**src/common/csi_pkg.sv**
```systemverilog
// constants, register map and types of the clock start-up and sysref sequencer
// assumes a single 200 MHz system clock and a byte-wide register port fed by
// the serial port decoder, which lives outside this block
//
// Contract
// - power-on reset loads every register default
// - tuning voltage forced mid-supply until bit cleared
// - clock and sysref outputs disabled after startup
// - oscillator output on, LVPECL, 750mV after power-up
// - three-wire serial mode unless four-wire bit set
// - divider-init bit syncs dividers, then self-clears
// - outputs held low during divider initialization; the registered gating drops them one cycle after it starts
// - pll_cmd_a and calibration bits self-clear
// - clearing force bit releases tuning voltage
// - start bit arms or restarts pulse burst, self-clears
// - internal source emits pulses on start bit
// - external source waits for next trigger rising edge
// - mode bit picks counted or continuous pulses
// - oscillator settings apply only via update bit
// - select bit picks single-ended or second clock trigger
// - external mode uses same count and repeat settings
package csi_pkg;
    // register offsets
    localparam logic [6:0] CSI_REG_CTRL = 7'h70;
    localparam logic [6:0] CSI_REG_SREF = 7'h71;
    localparam logic [6:0] CSI_REG_COUNT = 7'h72;
    localparam logic [6:0] CSI_REG_OSC = 7'h73;
    localparam logic [6:0] CSI_REG_OE_FIRST = 7'h74;
    localparam logic [6:0] CSI_REG_OE_SECOND = 7'h76;
    // control register fields
    localparam int CSI_CTRL_DIV_INIT = 0;
    localparam int CSI_CTRL_PLL_CMD_A = 1;
    localparam int CSI_CTRL_VCO_CAL = 2;
    localparam int CSI_CTRL_FORCE_TUNE = 3;
    localparam int CSI_CTRL_FOUR_WIRE = 4;
    localparam int CSI_CTRL_READ_EDGE = 5;
    localparam int CSI_CTRL_OSC_UPDATE = 6;
    // sysref register fields
    localparam int CSI_SREF_START = 0;
    localparam int CSI_SREF_SOURCE = 1;
    localparam int CSI_SREF_MODE = 2;
    localparam int CSI_SREF_EXT_SEL = 3;
    // oscillator register fields: bit0 enable, bit1 style, bits 3:2 amplitude
    localparam int CSI_OSC_ENABLE = 0;
    localparam int CSI_OSC_STYLE = 1;
    localparam int CSI_OSC_AMP_LO = 2;
    // values after reset
    localparam logic [7:0] CSI_CTRL_RESET = 8'h08;
    localparam logic [7:0] CSI_SREF_RESET = 8'h00;
    localparam logic [7:0] CSI_COUNT_RESET = 8'h01;
    localparam logic [7:0] CSI_OSC_RESET = 8'h07;
    localparam logic [7:0] CSI_OE_RESET = 8'h00;
    // timing
    localparam int CSI_CLK_PERIOD_PS = 5000;
    localparam int CSI_INIT_TIME_NS = 200;
    localparam int CSI_INIT_CYCLES = (CSI_INIT_TIME_NS * 1000 + CSI_CLK_PERIOD_PS - 1)
                                     / CSI_CLK_PERIOD_PS;
    localparam int CSI_SREF_PERIOD_NS = 80;
    localparam int CSI_SREF_PERIOD_CYCLES = (CSI_SREF_PERIOD_NS * 1000) / CSI_CLK_PERIOD_PS;
    localparam int CSI_SREF_HIGH_CYCLES = CSI_SREF_PERIOD_CYCLES / 2;
    // sysref generator states
    typedef enum logic [1:0] {
        CSI_SR_IDLE = 2'b00,
        CSI_SR_ARMED = 2'b01,
        CSI_SR_RUN = 2'b10
    } csi_sr_state_t;
endpackage

```
**src/hw/csi_sequencer.sv**
```systemverilog
// start-up, divider initialization and sysref burst control
// assumes register writes arrive as one-cycle strobes from the serial port
// decoder in the clk_sys domain; trigger inputs are asynchronous pins
`timescale 1ns/100ps
module csi_sequencer
    import csi_pkg::*;
(
    // clock and reset
    input wire logic clk_sys,
    input wire logic rst,
    // register port from the serial decoder
    input wire logic regWrite,
    input wire logic regRead,
    input wire logic [6:0] regAddr,
    input wire logic [7:0] regWdata,
    output logic [7:0] regRdata,
    // external sysref triggers
    input wire logic singleEndedTriggerIn,
    input wire logic secondClockTriggerIn,
    // serial port configuration
    output logic fourWireSelect,
    output logic readEdgeSelect,
    // pll and tuning control
    output logic vcxoTuneForce,
    output logic relockPulse,
    output logic vcoCalPulse,
    output logic divInitPulse,
    output logic divInitBusy,
    output logic secondClockToPllBlocked,
    // output gating
    output logic [7:0] deviceClockEnableFirst,
    output logic [7:0] deviceClockEnableSecond,
    // buffered oscillator output settings in force
    output logic oscOutEnable,
    output logic oscOutStyle,
    output logic [1:0] oscOutAmplitude,
    // sysref pulse train
    output logic sysrefOutput
);

    ////////////////////////////////////////////////////////////////////////////
    // register storage

    logic [7:0] ctrlReg;
    logic [7:0] srefReg;
    logic [7:0] countReg;
    logic [7:0] oscStaged;
    logic [7:0] oscActive;
    logic [7:0] oeFirst;
    logic [7:0] oeSecond;

    // write decode
    wire wrCtrl = regWrite && (regAddr == CSI_REG_CTRL);
    wire wrSref = regWrite && (regAddr == CSI_REG_SREF);
    wire wrCount = regWrite && (regAddr == CSI_REG_COUNT);
    wire wrOsc = regWrite && (regAddr == CSI_REG_OSC);
    wire wrOeFirst = regWrite && (regAddr == CSI_REG_OE_FIRST);
    wire wrOeSecond = regWrite && (regAddr == CSI_REG_OE_SECOND);

    // command requests from this write
    wire reqDivInit = wrCtrl && regWdata[CSI_CTRL_DIV_INIT];
    wire reqRelock = wrCtrl && regWdata[CSI_CTRL_PLL_CMD_A];
    wire reqVcoCal = wrCtrl && regWdata[CSI_CTRL_VCO_CAL];
    wire reqOscUpdate = wrCtrl && regWdata[CSI_CTRL_OSC_UPDATE];
    wire reqStart = wrSref && regWdata[CSI_SREF_START];

    ////////////////////////////////////////////////////////////////////////////
    // divider initialization timer

    localparam logic [15:0] INIT_LAST = 16'(CSI_INIT_CYCLES - 1);
    logic [15:0] initCount;
    logic initBusy;
    wire initDone = initBusy && (initCount == INIT_LAST);

    // a second request while busy restarts the timer so all dividers start together
    always_ff @(posedge clk_sys or posedge rst) begin
        if (rst) begin
            initBusy <= 1'b0;
            initCount <= 16'h0000;
        end else if (reqDivInit) begin
            initBusy <= 1'b1;
            initCount <= 16'h0000;
        end else if (initDone) begin
            initBusy <= 1'b0;
            initCount <= 16'h0000;
        end else if (initBusy) begin
            initCount <= initCount + 16'h0001;
        end
    end

    ////////////////////////////////////////////////////////////////////////////
    // trigger pin synchronisers, a change counts once stages two and three agree

    logic [2:0] seSync;
    logic [2:0] ckSync;
    logic seLevel;
    logic ckLevel;

    always_ff @(posedge clk_sys or posedge rst) begin
        if (rst) begin
            seSync <= 3'h0;
            ckSync <= 3'h0;
        end else begin
            seSync <= {seSync[1:0], singleEndedTriggerIn};
            ckSync <= {ckSync[1:0], secondClockTriggerIn};
        end
    end

    // filtered levels; edges are taken from these so a glitch cannot fire twice
    always_ff @(posedge clk_sys or posedge rst) begin
        if (rst) begin
            seLevel <= 1'b0;
            ckLevel <= 1'b0;
        end else begin
            if (seSync[1] == seSync[2]) begin
                seLevel <= seSync[2];
            end
            if (ckSync[1] == ckSync[2]) begin
                ckLevel <= ckSync[2];
            end
        end
    end

    wire seRise = (seSync[1] == seSync[2]) && seSync[2] && !seLevel;
    wire ckRise = (ckSync[1] == ckSync[2]) && ckSync[2] && !ckLevel;
    wire extSel = srefReg[CSI_SREF_EXT_SEL];
    wire extRise = extSel ? ckRise : seRise;

    ////////////////////////////////////////////////////////////////////////////
    // sysref burst generator

    csi_sr_state_t srState;
    csi_sr_state_t next_srState;
    logic [7:0] pulsesLeft;
    logic [7:0] phaseCount;

    localparam logic [7:0] PERIOD_LAST = 8'(CSI_SREF_PERIOD_CYCLES - 1);
    localparam logic [7:0] HIGH_CYCLES = 8'(CSI_SREF_HIGH_CYCLES);

    wire internalSource = !srefReg[CSI_SREF_SOURCE];
    wire continuousMode = srefReg[CSI_SREF_MODE];
    // internal mode fires at once, external waits for the chosen edge
    wire fireNow = internalSource || extRise;
    wire periodEnd = (phaseCount == PERIOD_LAST);
    wire lastPulse = !continuousMode && (pulsesLeft == 8'h01);

    // next state; a start while running re-arms the burst
    always_comb begin
        next_srState = srState;
        unique case (srState)
            CSI_SR_IDLE: begin
                if (reqStart) begin
                    next_srState = CSI_SR_ARMED;
                end
            end
            CSI_SR_ARMED: begin
                // a start on the launch cycle re-arms, so the start bit is never left set
                if (reqStart) begin
                    next_srState = CSI_SR_ARMED;
                end else if (!initBusy && fireNow) begin
                    next_srState = CSI_SR_RUN;
                end
            end
            CSI_SR_RUN: begin
                if (reqStart) begin
                    next_srState = CSI_SR_ARMED;
                end else if (initBusy || (periodEnd && lastPulse)) begin
                    next_srState = CSI_SR_IDLE;
                end
            end
            default: begin
                next_srState = CSI_SR_IDLE;
            end
        endcase
    end

    always_ff @(posedge clk_sys or posedge rst) begin
        if (rst) begin
            srState <= CSI_SR_IDLE;
        end else begin
            srState <= next_srState;
        end
    end

    // pulse phase and remaining count
    always_ff @(posedge clk_sys or posedge rst) begin
        if (rst) begin
            phaseCount <= 8'h00;
            pulsesLeft <= 8'h00;
        end else if (next_srState != CSI_SR_RUN || srState != CSI_SR_RUN) begin
            phaseCount <= 8'h00;
            pulsesLeft <= countReg;
        end else if (periodEnd) begin
            phaseCount <= 8'h00;
            pulsesLeft <= pulsesLeft - 8'h01;
        end else begin
            phaseCount <= phaseCount + 8'h01;
        end
    end

    // registered pulse output, low from the cycle after initialization starts until it ends
    always_ff @(posedge clk_sys or posedge rst) begin
        if (rst) begin
            sysrefOutput <= 1'b0;
        end else begin
            sysrefOutput <= (srState == CSI_SR_RUN) && (next_srState == CSI_SR_RUN)
                            && !initBusy && (phaseCount < HIGH_CYCLES);
        end
    end

    ////////////////////////////////////////////////////////////////////////////
    // control register; command bits are one-shot, their pulses issue one cycle after the write

    always_ff @(posedge clk_sys or posedge rst) begin
        if (rst) begin
            ctrlReg <= CSI_CTRL_RESET;
        end else if (wrCtrl) begin
            ctrlReg <= regWdata;
            ctrlReg[CSI_CTRL_PLL_CMD_A] <= 1'b0;
            ctrlReg[CSI_CTRL_VCO_CAL] <= 1'b0;
            ctrlReg[CSI_CTRL_OSC_UPDATE] <= 1'b0;
        end
    end

    always_ff @(posedge clk_sys or posedge rst) begin
        if (rst) begin
            relockPulse <= 1'b0;
            vcoCalPulse <= 1'b0;
            divInitPulse <= 1'b0;
        end else begin
            relockPulse <= reqRelock;
            vcoCalPulse <= reqVcoCal;
            divInitPulse <= reqDivInit;
        end
    end

    // sysref register; start bit stays set only while the burst is armed
    always_ff @(posedge clk_sys or posedge rst) begin
        if (rst) begin
            srefReg <= CSI_SREF_RESET;
        end else if (wrSref) begin
            srefReg <= regWdata;
        end else if (srState == CSI_SR_ARMED && next_srState == CSI_SR_RUN) begin
            srefReg[CSI_SREF_START] <= 1'b0;
        end
    end

    // count, staged oscillator settings and output enables
    always_ff @(posedge clk_sys or posedge rst) begin
        if (rst) begin
            countReg <= CSI_COUNT_RESET;
            oscStaged <= CSI_OSC_RESET;
            oeFirst <= CSI_OE_RESET;
            oeSecond <= CSI_OE_RESET;
        end else begin
            if (wrCount) begin
                countReg <= regWdata;
            end
            if (wrOsc) begin
                oscStaged <= regWdata;
            end
            if (wrOeFirst) begin
                oeFirst <= regWdata;
            end
            if (wrOeSecond) begin
                oeSecond <= regWdata;
            end
        end
    end

    // staged oscillator settings take hold only on the update command
    always_ff @(posedge clk_sys or posedge rst) begin
        if (rst) begin
            oscActive <= CSI_OSC_RESET;
        end else if (reqOscUpdate) begin
            oscActive <= wrOsc ? regWdata : oscStaged;
        end
    end

    ////////////////////////////////////////////////////////////////////////////
    // outputs

    always_ff @(posedge clk_sys or posedge rst) begin
        if (rst) begin
            deviceClockEnableFirst <= 8'h00;
            deviceClockEnableSecond <= 8'h00;
        end else begin
            deviceClockEnableFirst <= initBusy ? 8'h00 : oeFirst;
            deviceClockEnableSecond <= initBusy ? 8'h00 : oeSecond;
        end
    end

    assign vcxoTuneForce = ctrlReg[CSI_CTRL_FORCE_TUNE];
    assign fourWireSelect = ctrlReg[CSI_CTRL_FOUR_WIRE];
    assign readEdgeSelect = ctrlReg[CSI_CTRL_READ_EDGE];
    assign divInitBusy = initBusy;
    assign secondClockToPllBlocked = srefReg[CSI_SREF_EXT_SEL];
    assign oscOutEnable = oscActive[CSI_OSC_ENABLE];
    assign oscOutStyle = oscActive[CSI_OSC_STYLE];
    assign oscOutAmplitude = oscActive[CSI_OSC_AMP_LO +: 2];

    // read-back: divider init shows 1 while running, then 0
    wire [7:0] ctrlView = {ctrlReg[7:1], initBusy};
    wire [7:0] readMux = (regAddr == CSI_REG_CTRL) ? ctrlView :
                         (regAddr == CSI_REG_SREF) ? srefReg :
                         (regAddr == CSI_REG_COUNT) ? countReg :
                         (regAddr == CSI_REG_OSC) ? oscStaged :
                         (regAddr == CSI_REG_OE_FIRST) ? oeFirst :
                         (regAddr == CSI_REG_OE_SECOND) ? oeSecond : 8'h00;

    always_ff @(posedge clk_sys or posedge rst) begin
        if (rst) begin
            regRdata <= 8'h00;
        end else if (regRead) begin
            regRdata <= readMux;
        end
    end

endmodule

```
**config.mk**
```make
export PLATFORM = sky130hd
export DESIGN_NAME = csi_sequencer
export DESIGN_NICKNAME = d
export VERILOG_FILES = /design/src/common/csi_pkg.sv /design/src/hw/csi_sequencer.sv
export SDC_FILE = /design/constraint.sdc
export NUM_CORES = 1
export LEC_CHECK = 0
export BUFFER_PORTS_ARGS = -buffer_cell sky130_fd_sc_hd__buf_2
export CAP_MARGIN = 15
export CORE_ASPECT_RATIO = 1.5
export CORE_UTILIZATION = 55
export CTS_BUF_LIST = sky130_fd_sc_hd__clkbuf_4 sky130_fd_sc_hd__clkbuf_8
export DETAILED_ROUTE_END_ITERATION = 10
export PLACE_DENSITY_LB_ADDON = 0.2
export SETUP_SLACK_MARGIN = 0.2
export SLEW_MARGIN = 0
export SYNTH_ARGS = -nofsm -noshare
export SYNTH_HDL_FRONTEND = slang
export SYNTH_SLANG_ARGS = --single-unit
```
**constraint.sdc**
```tcl
create_clock -name clk_sys -period 2.92 [get_ports clk_sys]
set_input_delay 0 -clock clk_sys [delete_from_list [all_inputs] [get_ports clk_sys]]
set_output_delay 0 -clock clk_sys [all_outputs]
set_load 0.02 [all_outputs]
```
### Yosys cells after proc, flatten, opt, wreduce, memory -nomap -nowiden

Cells that the tools add are included.

* output and inout bits: 37
* flip-flop bits (word level): 120
* input bits: 21
* logic and storage cells: 107

* multiplexer cells: 27
* $lt $le $gt $ge: 1
* eq/ne operators: 16
* $add $sub $neg: 3
* reductions and logical operators: 36

Operators by type and width (count)
* 8-bit two-way mux: 13
* 16-bit two-way mux: 3
* 7-bit equality test (second input constant): 6
* 1-bit logical AND: 23
* 16-bit by 1-bit adder with 16-bit output (second input constant): 1
* 16-bit by 6-bit equality test with 1-bit output (second input constant): 1
* 2-bit two-way mux: 5
* 8-bit by 1-bit adder with 8-bit output (second input constant): 1
* 8-bit by 1-bit equality test with 1-bit output (second input constant): 1
* 8-bit by 4-bit equality test with 1-bit output (second input constant): 1
* 8-bit by 4-bit < comparator with 1-bit output (second input constant): 1
* 8-bit by 1-bit subtractor with 8-bit output (second input constant): 1
* 2-bit one-hot mux with 3 select lines: 1
* 2-bit nonzero test: 3
* 1-bit zero test: 5
* 1-bit two-way mux: 5
* 2-bit equality test (second input constant): 2
* 2-bit != test (second input constant): 2
* 1-bit logical OR: 3
* 3-bit nonzero test: 1
* 1-bit equality test: 2
* 2-bit by 1-bit equality test with 1-bit output (second input constant): 1
* 2-bit zero test: 1

### Logic depth before layout (Yosys ltp)

* word-level depth: 13
* mapped depth: 7
* mapped depth without buffers: 6

### Worst setup path after synthesis

Ideal clock, no wire load.

* kind: register -> register
* start point: register initBusy, in the netlist divInitBusy
* end point: register initCount[10]
* stages on the path, launching flop included: 6
* arrival: 1767 ps
* required time: 2798 ps
* setup slack: 1032 ps
* library setup time: 122 ps
* buffers on the path: 1
* clock period less this slack: 1888 ps
* cell sequence: dfrtp_1 > clkbuf_1 > nand4b_1 > o41ai_2 > nor2_2 > a32o_1

* cells in the longest elaborated chain, start to end: 3
* elaborated cells between the ends (all ways): 4
* classes of those cells: mux (2); reduce/logical (2)

RTL lines
* start: declaration: line csi_sequencer.sv:72 `logic initBusy;`
* start signal: assignment: line csi_sequencer.sv:78 `initBusy <= 1'b0;`
* start signal: assignment: line csi_sequencer.sv:81 `initBusy <= 1'b1;`
* start signal: assignment: line csi_sequencer.sv:84 `initBusy <= 1'b0;`
* 1-bit logical AND: line csi_sequencer.sv:73 `wire initDone = initBusy && (initCount == INIT_LAST);`
* 16-bit two-way mux: line csi_sequencer.sv:83 `end else if (initDone) begin`
* 16-bit two-way mux: line csi_sequencer.sv:80 `end else if (reqDivInit) begin`
* end signal: assignment: line csi_sequencer.sv:87 `initCount <= initCount + 16'h0001;`
* end: declaration: line csi_sequencer.sv:71 `logic [15:0] initCount;`

Parallel ways exist; a longest one is shown, timed or not.
A chain may end at the register's enable or synchronous reset.

### Final worst setup path

* start point: register initCount[7]
* end point: register initCount[11]

* cells in the longest elaborated chain, start to end: 4
* elaborated cells between the ends (all ways): 7
* classes of those cells: add/sub (1); eq/ne (1); mux (3); reduce/logical (2)

RTL lines (line)
* 16-bit by 1-bit adder with 16-bit output / 16-bit by 6-bit equality test with 1-bit output (equally long branches): csi_sequencer.sv:87, csi_sequencer.sv:73
* 16-bit two-way mux / 1-bit logical AND (equally long branches): csi_sequencer.sv:86, csi_sequencer.sv:73
* 16-bit two-way mux: csi_sequencer.sv:83
* 16-bit two-way mux: csi_sequencer.sv:80

Parallel ways exist; a longest one is shown, timed or not. The select of a mux whose other input is x is not followed.

==> metrics.yaml <==
clock_network:
  htree_levels: 4
  cts_root_buf: "clkbuf_8"
  cts_tree: "yes"
  ctsHoldBuffers: 12
  worstSkewPairLatency_ns: 0.42
  cts_num_sinks: 119
  cts_setup_buffers: 0
  clock_path_buffers: 2
  cts-resized-gates: 0
  clk_pin_slew_ns: 0.07
  cts_buffers: 17
layout:
  nets: 572
  synthToLayoutAreaGrowth_pct: 17.7
  drive_gt1_share_pct: 30.5
  fillers: 739
  diodes: 0
routing:
  post-route-drc-count: 0
  drtIter0Drc: 143
  vias: 4034
  viasPerCell: 5.99
  drtAntennaViolNets: 0
  wl_per_cell_um: 18.7
  wl_um: 12600
  drt_pass1_iterations: 5
timing:
  hold_viol: 0
  relSlewSlack_pct: 31.1
  timing.hold.ws_ns: 0.0661
  rsz0062_at_grt: "false"
  min_period_ns: 2.09
  final_max_slew_viol_count: 0
  tns_ns: 0
  clock_skew_ns: 0.00642
  fmax_mhz: 478
  tightest_slew_ns: 1.02
  period_share_pct: 71.6
  setup_ws_ns: 0.829
  finalSetupViolCount: 0
critical_path:
  crit_buf_inv: 0
  r2r-end: "initCount[11]$_DFFE_PP0P_"
  crit_fanout: 9
  crit_chain: "or4_4, nor4_4, o21ai_0, a32o_1"
  crit_arrival_ns: 2.40
  end_kind: "flop"
  cp_slowest_cell: "or4_4"
  crit_path_start_kind: "flop"
  cpPeakStageDelay_ns: 0.57
  r2r_setup_slack_ns: 0.83
  critPathLaunch: "initCount[7]$_DFFE_PP0P_"
  reg2regPathDepth: 4
  cp_num_cells: 4
  r2r_start: "initCount[7]$_DFFE_PP0P_"
  crit_family: "simple AND/OR/NAND/NOR gates"
  path_class: "reg2reg"
  required_ns: 3.23
floorplan:
  die_h_um: 124
  start_util_pct: 56.4
  pin_count: 58
  die_x_um: 83.4
  row_count: 44
  fp.dieArea_um2: 10400
  core_um2: 9690
logic_synthesis:
  ys.flop_type: "dfrtp_1"
  yosys.area_share.simple_pct: 19.0
  syn_inst: 466
  yosysSeqAreaShare_pct: 54.6
  synthAdderAreaFrac_pct: 1.37
  synthMuxAreaShare_pct: 11.0
  async_reset_ff_share_pct: 100
  synth_edf_count: 0
  synth_compound_area_share_pct: 9.52
  syn-num-nets: 493
  synth_area_um2: 5470
  ys_ff_latch: 119
  yosys_warnings: 0
  syn_area_per_cell_um2: 11.7
  synth_top_family_by_area: "simple AND/OR/NAND/NOR gates"
  synthXorXnorAreaFrac_pct: 2.40
  synthDistinctLibCells: 63
placement:
  dp_slack_ns: 0.831
  port_buffers: 57
  routabilityCongestion: 0.856
  dp_hpwl_um: 8910
global_routing:
  antenna_found_initial: 0
  grt_max_degree: 49
  first_global_vias: 4001
  track_usage_pct: 25.5
  grt_pass1_wl_um: 19800
  overflow: 0
min_path:
  hold_end: "srState[1]$_DFF_PP0_"
  worstHoldStart: "regWrite"
  whs_path_depth: 4
  hold_class: "in2reg"
run:
  maxCapViolCount: 0
run_status:
  status: "completed"
pwr:
  power.density_nw_per_um2: 600
  vdd_ir_drop_max_v: 0.000437
  leakagePower_nw: 3.00
## tightest hold or removal path: cells and delay by family
kind | cells | cell delay [ns]
AO/OA/AOI/OAI | 1 | 0.12
buffers and inverters | 1 | 0.13
AND/OR/NAND/NOR | 2 | 0.18
## cell type report
type | instances | area, µm² | area share, %
Clock inverter | 12 | 151 | 2.35
Clock buffer | 20 | 269 | 4.18
Tap cell | 115 | 144 | 2.24
Inverter | 13 | 52.6 | 0.817
Timing Repair Buffer | 75 | 463 | 7.19
Multi-Input combinational cell | 319 | 2370 | 36.8
Sequential cell | 119 | 2990 | 46.4
## routing by layer
layer	track usage, %	wire [µm]
met5	0	0
met4	15.3	484
met3	6.30	437
met2	45.5	6700
met1	27.5	4980
## report_power, final
part,internal [mW],total [mW],switching (mW)
Sequential,1.78,1.93,0.143
Clock,0.896,1.55,0.653
Combinational,0.187,0.385,0.198
Total,2.87,3.86,0.994
## cells in the mapped netlist (all sizes together) (7+ instances only)
master	count	area [µm²]
nor2b	24	150
a21oi	8	40.0
xnor2	11	96.3
and3	8	51.3
mux2	50	563
a32o	9	90.1
nand4	7	50.1
dfstp	8	210
nor2	24	92.6
inv	11	41.3
buf	7	33.8
o21ai	23	115
nor3	14	75.1
clkbuf	8	30.0
dfrtp	111	2780
nand2	31	116
nand3	15	80.1
nor4	11	114
## cells by family (layout without fill, tap and decap cells)
group / after synthesis / count (layout)
AOI/OAI and AO/OA: 73 / 73
buffers and inverters: 28 / 120
and+or+nand+nor: 171 / 171
adders and majority gates: 6 / 6
xor gates and xnor gates: 15 / 15
DFF: 119 / 119
muxes: 54 / 54
## cell usage in the layout, fill, tap and decap left out, types with 5 or more instances in the layout
cell type / n
dfrtp_1: 111
buf_2: 57
mux2_2: 48
nand2_1: 31
nor2b_1: 24
o21ai_0: 23
nor2_1: 23
clkbuf_8: 19
nand3_1: 14
nor3_1: 13
dlygate4sd3_1: 12
xnor2_1: 11
inv_1: 10
a32o_1: 9
nor4_1: 8
a21oi_1: 8
dfstp_2: 8
and3_1: 7
nand4_1: 6
a2bb2oi_1: 6
ha_1: 6
nand2b_1: 5
nand3b_1: 5
a22oi_1: 5
buf_4: 5
## through the flow
step	power (mW)	utilization, %	instance area (µm²)	std cells
5_1_grt	4.02	66.4	6430	673
3_5_place_dp	2.32	60.8	5890	629
3_3_place_gp	2.30	60.8	5890	629
4_1_cts	3.89	66.4	6430	673
6_report	3.86	66.4	6430	673
2_1_floorplan	2.19	-	5470	466
## sequential cells by signal (all words and copies together), names as in the netlist, 2 cells and up
register,count
initCount,16
countReg,8
deviceClockEnableFirst,8
deviceClockEnableSecond,8
oeFirst,8
oeSecond,8
oscStaged,8
phaseCount,8
pulsesLeft,8
regRdata,8
srefReg,8
ctrlReg,4
oscActive,4
ckSync,3
seSync,3
srState,2
## how the worst max path moves through the flow
stage	slack, ns	endpoint
floorplan	1.03	initCount[10]$_DFFE_PP0P_
global placement	0.89	initCount[11]$_DFFE_PP0P_
detailed placement	0.83	initCount[11]$_DFFE_PP0P_
CTS	0.82	initCount[11]$_DFFE_PP0P_
global route	0.72	initCount[8]$_DFFE_PP0P_
finish	0.83	initCount[11]$_DFFE_PP0P_
(Power assumes the default switching activity.)
